### src/verilog/sfdph_pkg.sv
// Constants and types of the discoverable-parameter header content block
// =====================================================================
package sfdph_pkg;

    // =================================================================
    // Address layout
    localparam int ADDR_W = 24;
    localparam logic [23:0] ADDR_RST = 24'h000000;
    localparam logic [23:0] ADDR_STEP = 24'h000001;
    localparam logic [23:0] HDR_LAST = 24'h000017;

    // =================================================================
    // Header content
    localparam logic [7:0] SIG_0 = 8'h53;
    localparam logic [7:0] SIG_1 = 8'h46;
    localparam logic [7:0] SIG_2 = 8'h44;
    localparam logic [7:0] SIG_3 = 8'h50;
    localparam logic [7:0] STD_MINOR = 8'h08;
    localparam logic [7:0] STD_MAJOR = 8'h01;
    localparam logic [7:0] HDR_COUNT = 8'h01;
    localparam logic [7:0] ACC_PROTO = 8'hFF;
    localparam logic [7:0] H0_ID_LSB = 8'h00;
    localparam logic [7:0] H0_MINOR = 8'h07;
    localparam logic [7:0] H0_MAJOR = 8'h01;
    localparam logic [7:0] H0_LEN = 8'h10;
    localparam logic [7:0] H0_PTR_0 = 8'h30;
    localparam logic [7:0] H0_PTR_1 = 8'h00;
    localparam logic [7:0] H0_PTR_2 = 8'h00;
    localparam logic [7:0] H0_ID_MSB = 8'hFF;
    // Arbitrary neutral value, stands in for the maker code
    localparam logic [7:0] H1_ID = 8'hA5;
    localparam logic [7:0] H1_MINOR = 8'h00;
    localparam logic [7:0] H1_MAJOR = 8'h01;
    localparam logic [7:0] H1_LEN = 8'h03;
    localparam logic [7:0] H1_PTR_0 = 8'h70;
    localparam logic [7:0] H1_PTR_1 = 8'h00;
    localparam logic [7:0] H1_PTR_2 = 8'h00;
    localparam logic [7:0] H_UNUSED = 8'hFF;
    // Beyond the header the tables live elsewhere
    localparam logic [7:0] OUT_FILL = 8'hFF;
    localparam logic [7:0] DATA_RST = 8'h00;

    // =================================================================
    // Types
    typedef enum logic {
        SFDPH_IDLE,
        SFDPH_READ
    } sfdph_state_e;

    typedef struct packed {
        logic start;
        logic next;
        logic stop;
        logic write;
        logic [23:0] addr;
    } sfdph_req_s;

endpackage

### src/verilog/sfdph_rom.sv
// Read-only header content with sequential byte access
`timescale 1ns/1ns

module sfdph_rom (
    input wire logic i_clk,
    input wire logic i_rst_n,
    input wire sfdph_pkg::sfdph_req_s i_req,
    output logic [7:0] o_data,
    output logic o_valid,
    output logic o_active,
    output logic o_wr_reject
);

    // =================================================================
    // State
    typedef struct packed {
        sfdph_pkg::sfdph_state_e state;
        logic [23:0] addr;
        // Source of the shown byte, kept so the checks can see it
        logic [23:0] last_addr;
        logic [7:0] data;
        logic valid;
        logic active;
        logic wr_reject;
    } sfdph_st_s;

    sfdph_st_s st_q;
    sfdph_st_s st_d;

    // =================================================================
    // Content lookup
    // Past the header the space reads as fill; the tables live outside this block
    function automatic logic [7:0] sfdph_byte(input logic [23:0] a);
        logic [7:0] b;
        b = sfdph_pkg::OUT_FILL;
        if (a <= sfdph_pkg::HDR_LAST) begin
            unique case (a[4:0])
                5'h00: b = sfdph_pkg::SIG_0;
                5'h01: b = sfdph_pkg::SIG_1;
                5'h02: b = sfdph_pkg::SIG_2;
                5'h03: b = sfdph_pkg::SIG_3;
                5'h04: b = sfdph_pkg::STD_MINOR;
                5'h05: b = sfdph_pkg::STD_MAJOR;
                5'h06: b = sfdph_pkg::HDR_COUNT;
                5'h07: b = sfdph_pkg::ACC_PROTO;
                5'h08: b = sfdph_pkg::H0_ID_LSB;
                5'h09: b = sfdph_pkg::H0_MINOR;
                5'h0A: b = sfdph_pkg::H0_MAJOR;
                5'h0B: b = sfdph_pkg::H0_LEN;
                5'h0C: b = sfdph_pkg::H0_PTR_0;
                5'h0D: b = sfdph_pkg::H0_PTR_1;
                5'h0E: b = sfdph_pkg::H0_PTR_2;
                5'h0F: b = sfdph_pkg::H0_ID_MSB;
                5'h10: b = sfdph_pkg::H1_ID;
                5'h11: b = sfdph_pkg::H1_MINOR;
                5'h12: b = sfdph_pkg::H1_MAJOR;
                5'h13: b = sfdph_pkg::H1_LEN;
                5'h14: b = sfdph_pkg::H1_PTR_0;
                5'h15: b = sfdph_pkg::H1_PTR_1;
                5'h16: b = sfdph_pkg::H1_PTR_2;
                5'h17: b = sfdph_pkg::H_UNUSED;
                default: b = sfdph_pkg::OUT_FILL;
            endcase
        end
        return b;
    endfunction

    // =================================================================
    // Next state
    always_comb begin
        st_d = st_q;
        st_d.valid = 1'b0;
        // No path into the content exists; writes only earn a refusal
        st_d.wr_reject = i_req.write;
        unique case (st_q.state)
            sfdph_pkg::SFDPH_IDLE: begin
                if (i_req.start) begin
                    st_d.state = sfdph_pkg::SFDPH_READ;
                    st_d.active = 1'b1;
                    st_d.addr = i_req.addr;
                end
            end
            sfdph_pkg::SFDPH_READ: begin
                if (i_req.start) begin
                    // A fresh start restarts the walk; a same-cycle next is dropped
                    st_d.addr = i_req.addr;
                end else if (i_req.stop) begin
                    // Stop wins over next, so a late next never shows a byte
                    st_d.state = sfdph_pkg::SFDPH_IDLE;
                    st_d.active = 1'b0;
                end else if (i_req.next) begin
                    st_d.data = sfdph_byte(st_q.addr);
                    st_d.valid = 1'b1;
                    st_d.last_addr = st_q.addr;
                    // Wraps at the top of the 24-bit space
                    st_d.addr = st_q.addr + sfdph_pkg::ADDR_STEP;
                end
            end
        endcase
    end

    always_ff @(posedge i_clk) begin
        if (!i_rst_n) begin
            st_q.state <= sfdph_pkg::SFDPH_IDLE;
            st_q.addr <= sfdph_pkg::ADDR_RST;
            st_q.last_addr <= sfdph_pkg::ADDR_RST;
            st_q.data <= sfdph_pkg::DATA_RST;
            st_q.valid <= 1'b0;
            st_q.active <= 1'b0;
            st_q.wr_reject <= 1'b0;
        end else begin
            st_q <= st_d;
        end
    end

    assign o_data = st_q.data;
    assign o_valid = st_q.valid;
    assign o_active = st_q.active;
    assign o_wr_reject = st_q.wr_reject;

    // =================================================================
    // Checks
    a_sig_bytes: assert property (@(posedge i_clk) disable iff (!i_rst_n)
        o_valid && (st_q.last_addr[23:2] == 22'h000000) |->
            o_data == ((st_q.last_addr[1:0] == 2'h0) ? 8'h53 :
                       (st_q.last_addr[1:0] == 2'h1) ? 8'h46 :
                       (st_q.last_addr[1:0] == 2'h2) ? 8'h44 : 8'h50))
        else $error("signature byte wrong");

    a_std_minor: assert property (@(posedge i_clk) disable iff (!i_rst_n)
        o_valid && st_q.last_addr == 24'h000004 |-> o_data == 8'h08)
        else $error("standard minor revision wrong");

    a_std_major: assert property (@(posedge i_clk) disable iff (!i_rst_n)
        o_valid && st_q.last_addr == 24'h000005 |-> o_data == 8'h01)
        else $error("standard major revision wrong");

    a_hdr_count: assert property (@(posedge i_clk) disable iff (!i_rst_n)
        o_valid && st_q.last_addr == 24'h000006 |-> o_data == 8'h01)
        else $error("header count wrong");

    a_acc_proto: assert property (@(posedge i_clk) disable iff (!i_rst_n)
        o_valid && st_q.last_addr == 24'h000007 |-> o_data == 8'hFF)
        else $error("access protocol wrong");

    a_h0_id_lsb: assert property (@(posedge i_clk) disable iff (!i_rst_n)
        o_valid && st_q.last_addr == 24'h000008 |-> o_data == 8'h00)
        else $error("first header id low byte wrong");

    a_h0_rev: assert property (@(posedge i_clk) disable iff (!i_rst_n)
        o_valid && (st_q.last_addr == 24'h000009 || st_q.last_addr == 24'h00000A) |->
            o_data == (st_q.last_addr[0] ? 8'h07 : 8'h01))
        else $error("basic table revision wrong");

    a_h0_len: assert property (@(posedge i_clk) disable iff (!i_rst_n)
        o_valid && st_q.last_addr == 24'h00000B |-> o_data == 8'h10)
        else $error("basic table length wrong");

    a_h0_ptr: assert property (@(posedge i_clk) disable iff (!i_rst_n)
        o_valid && st_q.last_addr >= 24'h00000C && st_q.last_addr <= 24'h00000E |->
            o_data == ((st_q.last_addr == 24'h00000C) ? 8'h30 : 8'h00))
        else $error("basic table pointer wrong");

    a_h0_id_msb: assert property (@(posedge i_clk) disable iff (!i_rst_n)
        o_valid && st_q.last_addr == 24'h00000F |-> o_data == 8'hFF)
        else $error("first header id high byte wrong");

    a_h1_id: assert property (@(posedge i_clk) disable iff (!i_rst_n)
        o_valid && st_q.last_addr == 24'h000010 |-> o_data == sfdph_pkg::H1_ID)
        else $error("second header id wrong");

    a_h1_fields: assert property (@(posedge i_clk) disable iff (!i_rst_n)
        o_valid && st_q.last_addr >= 24'h000011 && st_q.last_addr <= 24'h000013 |->
            o_data == ((st_q.last_addr == 24'h000011) ? 8'h00 :
                       (st_q.last_addr == 24'h000012) ? 8'h01 : 8'h03))
        else $error("second header fields wrong");

    a_h1_ptr: assert property (@(posedge i_clk) disable iff (!i_rst_n)
        o_valid && st_q.last_addr >= 24'h000014 && st_q.last_addr <= 24'h000017 |->
            o_data == ((st_q.last_addr == 24'h000014) ? 8'h70 :
                       (st_q.last_addr == 24'h000017) ? 8'hFF : 8'h00))
        else $error("vendor table pointer wrong");

    a_write_refused: assert property (@(posedge i_clk) disable iff (!i_rst_n)
        i_req.write |=> o_wr_reject)
        else $error("write not refused");

    a_write_no_data: assert property (@(posedge i_clk) disable iff (!i_rst_n)
        i_req.write && !i_req.next |=> !o_valid)
        else $error("write produced data");

    a_first_byte: assert property (@(posedge i_clk) disable iff (!i_rst_n)
        i_req.start ##1 (i_req.next && !i_req.start && !i_req.stop) |=>
            o_valid && st_q.last_addr == $past(i_req.addr, 2))
        else $error("first byte not from start address");

    a_valid_from_next: assert property (@(posedge i_clk) disable iff (!i_rst_n)
        o_valid |-> $past(o_active) && $past(i_req.next) && !$past(i_req.start) &&
            !$past(i_req.stop))
        else $error("byte returned without a taken next");

    a_consecutive: assert property (@(posedge i_clk) disable iff (!i_rst_n)
        o_active && i_req.next && !i_req.start && !i_req.stop ##1
            (i_req.next && !i_req.start && !i_req.stop) |=>
            st_q.last_addr == $past(st_q.last_addr) + 24'h000001)
        else $error("bytes not consecutive");

    a_idle_quiet: assert property (@(posedge i_clk) disable iff (!i_rst_n)
        !o_active && !i_req.start |=> !o_valid && !o_active)
        else $error("activity while idle");

    // =================================================================
    // Access framing checks
    a_active_rise: assert property (@(posedge i_clk) disable iff (!i_rst_n)
        i_req.start |=> o_active)
        else $error("start did not open an access");

    a_active_needs_start: assert property (@(posedge i_clk) disable iff (!i_rst_n)
        !$past(o_active) && o_active |-> $past(i_req.start))
        else $error("access opened without a start");

    a_active_holds: assert property (@(posedge i_clk) disable iff (!i_rst_n)
        o_active && !(i_req.stop && !i_req.start) |=> o_active)
        else $error("access closed without a stop");

    a_stop_closes: assert property (@(posedge i_clk) disable iff (!i_rst_n)
        o_active && i_req.stop && !i_req.start |=> !o_active && !o_valid)
        else $error("stop did not close the access");

    a_stop_idle: assert property (@(posedge i_clk) disable iff (!i_rst_n)
        !o_active && i_req.stop && !i_req.start |=> !o_active)
        else $error("stop while idle opened an access");

    a_restart_drop: assert property (@(posedge i_clk) disable iff (!i_rst_n)
        o_active && i_req.start |=> o_active && !o_valid)
        else $error("restart returned a byte");

    a_next_stop_drop: assert property (@(posedge i_clk) disable iff (!i_rst_n)
        o_active && i_req.next && i_req.stop && !i_req.start |=> !o_valid)
        else $error("next with stop returned a byte");

    // =================================================================
    // Address walk checks
    a_addr_load: assert property (@(posedge i_clk) disable iff (!i_rst_n)
        i_req.start |=> st_q.addr == $past(i_req.addr))
        else $error("start address not loaded");

    a_addr_next: assert property (@(posedge i_clk) disable iff (!i_rst_n)
        o_active && i_req.next && !i_req.start && !i_req.stop |=>
            st_q.addr == $past(st_q.addr) + 24'h000001 &&
            st_q.last_addr == $past(st_q.addr))
        else $error("address did not step by one");

    a_addr_wrap: assert property (@(posedge i_clk) disable iff (!i_rst_n)
        o_active && i_req.next && !i_req.start && !i_req.stop &&
            st_q.addr == 24'hFFFFFF |=> st_q.addr == 24'h000000)
        else $error("address did not wrap to zero");

    a_addr_hold: assert property (@(posedge i_clk) disable iff (!i_rst_n)
        !i_req.start && !(o_active && i_req.next && !i_req.stop) |=>
            st_q.addr == $past(st_q.addr))
        else $error("address moved without a request");

    a_last_hold: assert property (@(posedge i_clk) disable iff (!i_rst_n)
        !o_valid && $past(i_rst_n) |-> $stable(st_q.last_addr))
        else $error("source address moved without a byte");

    a_data_holds: assert property (@(posedge i_clk) disable iff (!i_rst_n)
        !o_valid && $past(i_rst_n) |-> $stable(o_data))
        else $error("data changed without a byte");

    // =================================================================
    // Content range checks
    a_out_fill: assert property (@(posedge i_clk) disable iff (!i_rst_n)
        o_valid && st_q.last_addr > 24'h000017 |-> o_data == 8'hFF)
        else $error("byte past the header not fill");

    a_sig_entry: assert property (@(posedge i_clk) disable iff (!i_rst_n)
        i_req.start && i_req.addr == 24'h000000 ##1
            (i_req.next && !i_req.start && !i_req.stop) |=> o_data == 8'h53)
        else $error("entry point does not return the signature");

    // =================================================================
    // Write protection checks
    a_reject_from_write: assert property (@(posedge i_clk) disable iff (!i_rst_n)
        o_wr_reject |-> $past(i_req.write))
        else $error("refusal without a write");

    a_reject_one_cycle: assert property (@(posedge i_clk) disable iff (!i_rst_n)
        !i_req.write |=> !o_wr_reject)
        else $error("refusal stretched past its write");

    a_write_keeps_addr: assert property (@(posedge i_clk) disable iff (!i_rst_n)
        i_req.write && !i_req.start && !i_req.next |=> st_q.addr == $past(st_q.addr))
        else $error("write moved the address");

    a_write_keeps_state: assert property (@(posedge i_clk) disable iff (!i_rst_n)
        i_req.write && !i_req.start && !i_req.stop |=> o_active == $past(o_active))
        else $error("write changed the access state");

    a_write_keeps_data: assert property (@(posedge i_clk) disable iff (!i_rst_n)
        i_req.write && !(o_active && i_req.next) |=> o_data == $past(o_data))
        else $error("write changed the shown byte");

    // =================================================================
    // Reset checks
    a_reset_values: assert property (@(posedge i_clk)
        !i_rst_n |=> !o_valid && !o_active && !o_wr_reject && o_data == 8'h00)
        else $error("outputs not cleared by reset");

endmodule // sfdph_rom

### config.mk
export PLATFORM = sky130hd
export DESIGN_NAME = sfdph_rom
export DESIGN_NICKNAME = d
export VERILOG_FILES = /design/src/verilog/sfdph_pkg.sv /design/src/verilog/sfdph_rom.sv
export SDC_FILE = /design/constraint.sdc
export NUM_CORES = 1
export LEC_CHECK = 0
export CORE_AREA = 2 2 86 88
export DETAILED_ROUTE_END_ITERATION = 7
export DIE_AREA = 0 0 88 90
export DONT_BUFFER_PORTS = 1
export PLACE_DENSITY = 0.54
export SLEW_MARGIN = 20
export SYNTH_ARGS = -nofsm -noshare
export SYNTH_HDL_FRONTEND = slang
export SYNTH_SLANG_ARGS = --single-unit
### constraint.sdc
create_clock -name i_clk -period 2.2 [get_ports i_clk]
set_input_delay 0.44 -clock i_clk [delete_from_list [all_inputs] [get_ports i_clk]]
set_output_delay 0.44 -clock i_clk [all_outputs]
set_load 0.005 [all_outputs]
---- Word level (Yosys, flattened, before mapping) ----
Memory sizes are Yosys's and may differ from the RTL's. A register that Yosys moved wholly into a read port is not among the register bits.
Cells that the tools add are included.
operators by class
  bitwise gates (word level) .............. 4
  shift operators ......................... 0
  equal/unequal tests ..................... 5
  divide/modulo/power cells ............... 0
  order comparisons ....................... 1
  $add $sub $neg .......................... 1
  muxes and demuxes ....................... 14
  multipliers ............................. 0
  reduce and logical (&&, ||, !) cells .... 4
operators with widths
  kind                     number
  $mux W57                 2
  $pmux W25 S2             1
  $mux W25                 1
  $add A24 B1 Y24 const B  1
  $le A24 B5 Y1 const B    1
  $mux W24                 1
  $mux W5                  2
  $mux W8                  1
  $ne A2 B2 Y1 const B     3
  $ne A3 B3 Y1 const B     2
  $reduce_and A3 Y1        2
  $mux W1                  5
  $not A1 Y1               4
  $reduce_and A4 Y1        1
  $reduce_or A4 Y1         1
  $pmux W1 S2              1
storage, ports and cells
  bits in latches ......................... 0
  memory bits (read-only) ................. 256
  output and inout bits ................... 11
  flip-flop bits (word level) ............. 60
  word-level logic and storage cells ...... 37
  input port bits ......................... 30
  memories ................................ 1
  bits in writable memories ............... 0
memory list
  memory           words  bits a word  rd ports  clocked after Yosys merged registers in  wr ports  line             RTL
  (no name shown)  32     8            1         1                                        0         sfdph_rom.sv:37  unique case (a[4:0])

---- Depth between registers and ports, before layout ----
  depth after elaboration ................. 8
  mapped depth ............................ 9
  mapped depth without buffers ............ 8

---- Least setup slack after synthesis ----
No wires, ideal clock.
  path kind ............................... input to register
  from .................................... in i_rst_n
  to ...................................... reg (tool-made name)
  slack ................................... 0.139 ns
  data required time ...................... 2.084 ns
  stages .................................. 8
  setup time .............................. 0.116 ns
  data arrival time ....................... 1.945 ns
  cells stage by stage .................... clkbuf_1 -> o21ai_0 -> a21oi_1 -> inv_1 -> ha_1 -> a21oi_1 -> nand3_1 -> and3_1
RTL lines
  what             line            RTL
  start, declared  sfdph_rom.sv:6  input wire logic i_rst_n,

==> metrics.md <==
| Metric | Value |
|---|---|
| DRC Markers | `0` |
| Final Util | `around a third` |
| Vias in the first global route | `approximately 1,800` |
| Critical path data arrival time | `approximately 2.2 ns` |
| R2R depth | `9` |
| CP Class | `register to register` |
| Vias | `1,847` |
| Area delta synth->final | `8.693%` |
| Setup crit end kind | `register` |
| Pre-antenna DRT Iters | `4` |
| Nets | `between 200 and 300` |
| Initial Util | `32.19%` |
| Core Area | `approximately 7000 sq um` |
| Fmax achieved | `500.1 MHz` |
| Critical-path cell list | `ha_1 > nand4b_1 > buf_4 > o21a_1 > o311ai_4 > inv_2 > o22ai_1 > a31oi_1 > o22a_1` |
| Clock Sink Count | `44` |
| Clock transition at path regs | `roughly 0.090 ns` |
| CP Max Fanout | `12` |
| GRT Util Overall | `13.36%` |
| Die area | `7920 sq um` |
| Most frequent cells in the layout | `43 x dfxtp_1, 28 x a21oi_1, 24 x o21ai_0, 19 x nand2_1, 17 x xnor2_1` |
| Status | `complete, no violations` |
| Share of cells above drive strength 1 | `13.03%` |
| First-pass GRT wire length | `approximately 8.4 mm` |
| R2r setup slk | `roughly 0.2 ns` |
| Routed Antenna Nets | `0` |
| Min cycle time layout | `around 2.0 ns` |
| CTS HTree Levels | `2` |
| Setup-failing EPs final | `0` |
| Final setup TNS | `0 ns` |
| Commonest non-fill, non-tap cell in the layout | `dfxtp_1` |
| Dpl hpwl | `about 3.7 mm` |
| Seq/Total Area, Yosys | `about 39%` |
| Leak | `0.8858 nW` |
| TritonCTS Buffers | `5` |
| Die Ht | `around 90 microns` |
| Worst hold path depth | `1` |
| Initial detailed-routing violation count | `about 110` |
| Synth warnings | `0` |
| Min-Delay Endpoint | `o_wr_reject` |
| CTS Hold Buffers Added | `0` |
| CTS tree | `done` |
| Crit share post-route | `~91%` |
| Hold Path Class | `input pin to register` |
| Unique masters post-synth | `43` |
| Post-Synthesis Cell Area | `around 2300 sq um` |
| Site row count | `31` |
| Hold Vio Cnt, Final | `0` |
| CTS Buffer Depth | `2` |
| Clk root buf | `clkbuf_8` |
| Pwr Density | `roughly 700 nW/um^2` |
| WL final | `between 5 and 6 mm` |
| Flops & latches, synth | `between 40 and 50` |
| Slew HR | `between 70% and 80%` |
| Initial antenna violation count | `1` |
| Slowest stage delay, CP | `between 0.3 and 0.4 ns` |
| RSZ-0062 raised after global routing | `no` |
| Critical path startpoint category | `register` |
| Largest net degree at the start of global routing | `37` |
| Mean Syn Cell Area | `around 8.6 sq um` |
| # port buffers | `0` |
| Hold wc startpoint | `i_rst_n` |
| R2r startpoint | `st_q[35]` |
| Vias per cell | `5.116` |
| Slowest CP cell | `dfxtp_1` |
| Max-cap violations | `0` |
| Die X | `between 80 and 90 microns` |
| Worst Tran Pin Value | `~0.44 ns` |
| Post-Syn Instances | `roughly 260` |
| Clock latency on the worst-skew pair | `0.30 ns` |
| Routability cong. | `between 0.8 and 0.9` |
| Max Transition Viols Final | `0` |
| VDD IR-drop max | `~0.24 mV` |
| Grt total ovfl | `0` |
| Post-synthesis net count | `approximately 300` |
| CP Data Required Time | `about 2.4 ns` |
| Setup Skew | `between 0.008 and 0.009 ns` |
| I/O pin count | `41` |
| Drt wl/cell | `roughly 14 microns` |
## worst max-delay path: cells and delay by family (launching register included)
kind / cells / cell delay (ns)
AO/OA/AOI/OAI: 5 / 0.91
adder cells (fa/ha/maj): 1 / 0.16
buffers and inverters: 2 / 0.33
flip-flops: 1 / 0.39
AND/OR/NAND/NOR: 1 / 0.09
## cell usage after synthesis, drive strengths merged
cell type	count	area [sq um]
nand4b	1	8.760
o21a	2	15.01
nor4	6	52.55
nand3b	1	20.02
o21ai	26	130.1
o211a	1	10.01
o311ai	1	26.28
a21oi	28	140.1
nand2b	3	18.77
a31oi	3	18.77
xor2	4	35.03
and3	3	18.77
or2b	1	7.510
xnor2	17	148.9
inv	15	56.31
nand4	3	18.77
dfxtp	44	880.8
or3	2	12.51
nor2	13	48.80
a21boi	1	7.510
clkbuf	10	37.54
o22ai	2	12.51
o221ai	1	8.760
and3b	1	8.760
or4b	1	13.76
nor3	8	50.05
o211ai	2	15.01
and2	3	18.77
nand2	19	71.32
a211oi	1	7.510
o22a	1	8.760
or4	1	7.510
mux2i	2	20.02
ha	5	62.56
o221a	8	90.09
nand3	11	55.05
and4	3	26.28
buf	10	70.07
## power by group
part / total, W / internal [W] / switching, W
Sequential: 0.000901 / 0.000855 / 0.0000457
Clock: 0.000613 / 0.000337 / 0.000276
Combinational: 0.000201 / 0.0000923 / 0.000108
Total: 0.00171 / 0.00128 / 0.000429
## stage by stage
stage / power, W / cell area, sq um / worst slack (ns) / std cells / hold WS, ns
2_1_floorplan: 0.001079 / 2260 / 0.1392 / 264 / 0.4743
3_3_place_gp: 0.001118 / 2336 / 0.1799 / 351 / 0.4754
3_5_place_dp: 0.001117 / 2336 / 0.1311 / 351 / 0.4800
4_1_cts: 0.001731 / 2444 / 0.1059 / 359 / 0.2536
5_1_grt: 0.001794 / 2454 / 0.06249 / 360 / 0.2468
6_report: 0.001714 / 2456 / 0.2003 / 361 / 0.2618
## layout make-up
type / count / area [sq um]
Fill cell: 734 / 4564
Multi-Input combinational cell: 185 / 1216
Sequential cell: 44 / 882.1
Tap cell: 99 / 123.9
Clock buffer: 6 / 72.57
Timing Repair Buffer: 9 / 67.56
Inverter: 15 / 56.30
Clock inverter: 2 / 35.03
Antenna cell: 1 / 2.502
## metal layers
layer	GRT usage (%)	routed length, microns	share of wire (%)	up-vias
met3	4.132	337	6.6	10
li1	-	-	-	929
met4	5.897	140	2.8	0
met2	18.88	2135	42	57
met5	0	0	0	-
met1	18.49	2461	49	851
## logic make-up (layout without fill, tap and decap cells)
| family | count (synthesis) | in the layout | share of synthesized area (%) |
|---|---|---|---|
| DFF | 44 | 44 | 38.98 |
| other | 0 | 1 | 0 |
| AOI/OAI and AO/OA | 77 | 77 | 21.71 |
| and+or+nand+nor | 80 | 80 | 20.27 |
| buffers and inverters | 35 | 32 | 7.254 |
| adders and majority gates | 5 | 5 | 2.769 |
| muxes | 2 | 2 | 0.8860 |
| xor gates and xnor gates | 21 | 21 | 8.139 |
## what timing repair did
item                       in CTS  in global routing
setup endpoints to repair       0                  5
resized for setup               0                  2
setup buffers                   0                  1
## how the worst max path moves through the flow
stage | startpoint | end | slack [ns] | depth (start not counted)
finish | st_q[35] | register | 0.20 | 9
global route | st_q[59] | register | 0.06 | 8
CTS | st_q[35] | register | 0.11 | 8
detailed placement | st_q[35] | register | 0.13 | 8
global placement | st_q[35] | register | 0.18 | 8
floorplan | i_rst_n | register | 0.14 | 8
Note: power is estimated with default switching activity, not from simulation.
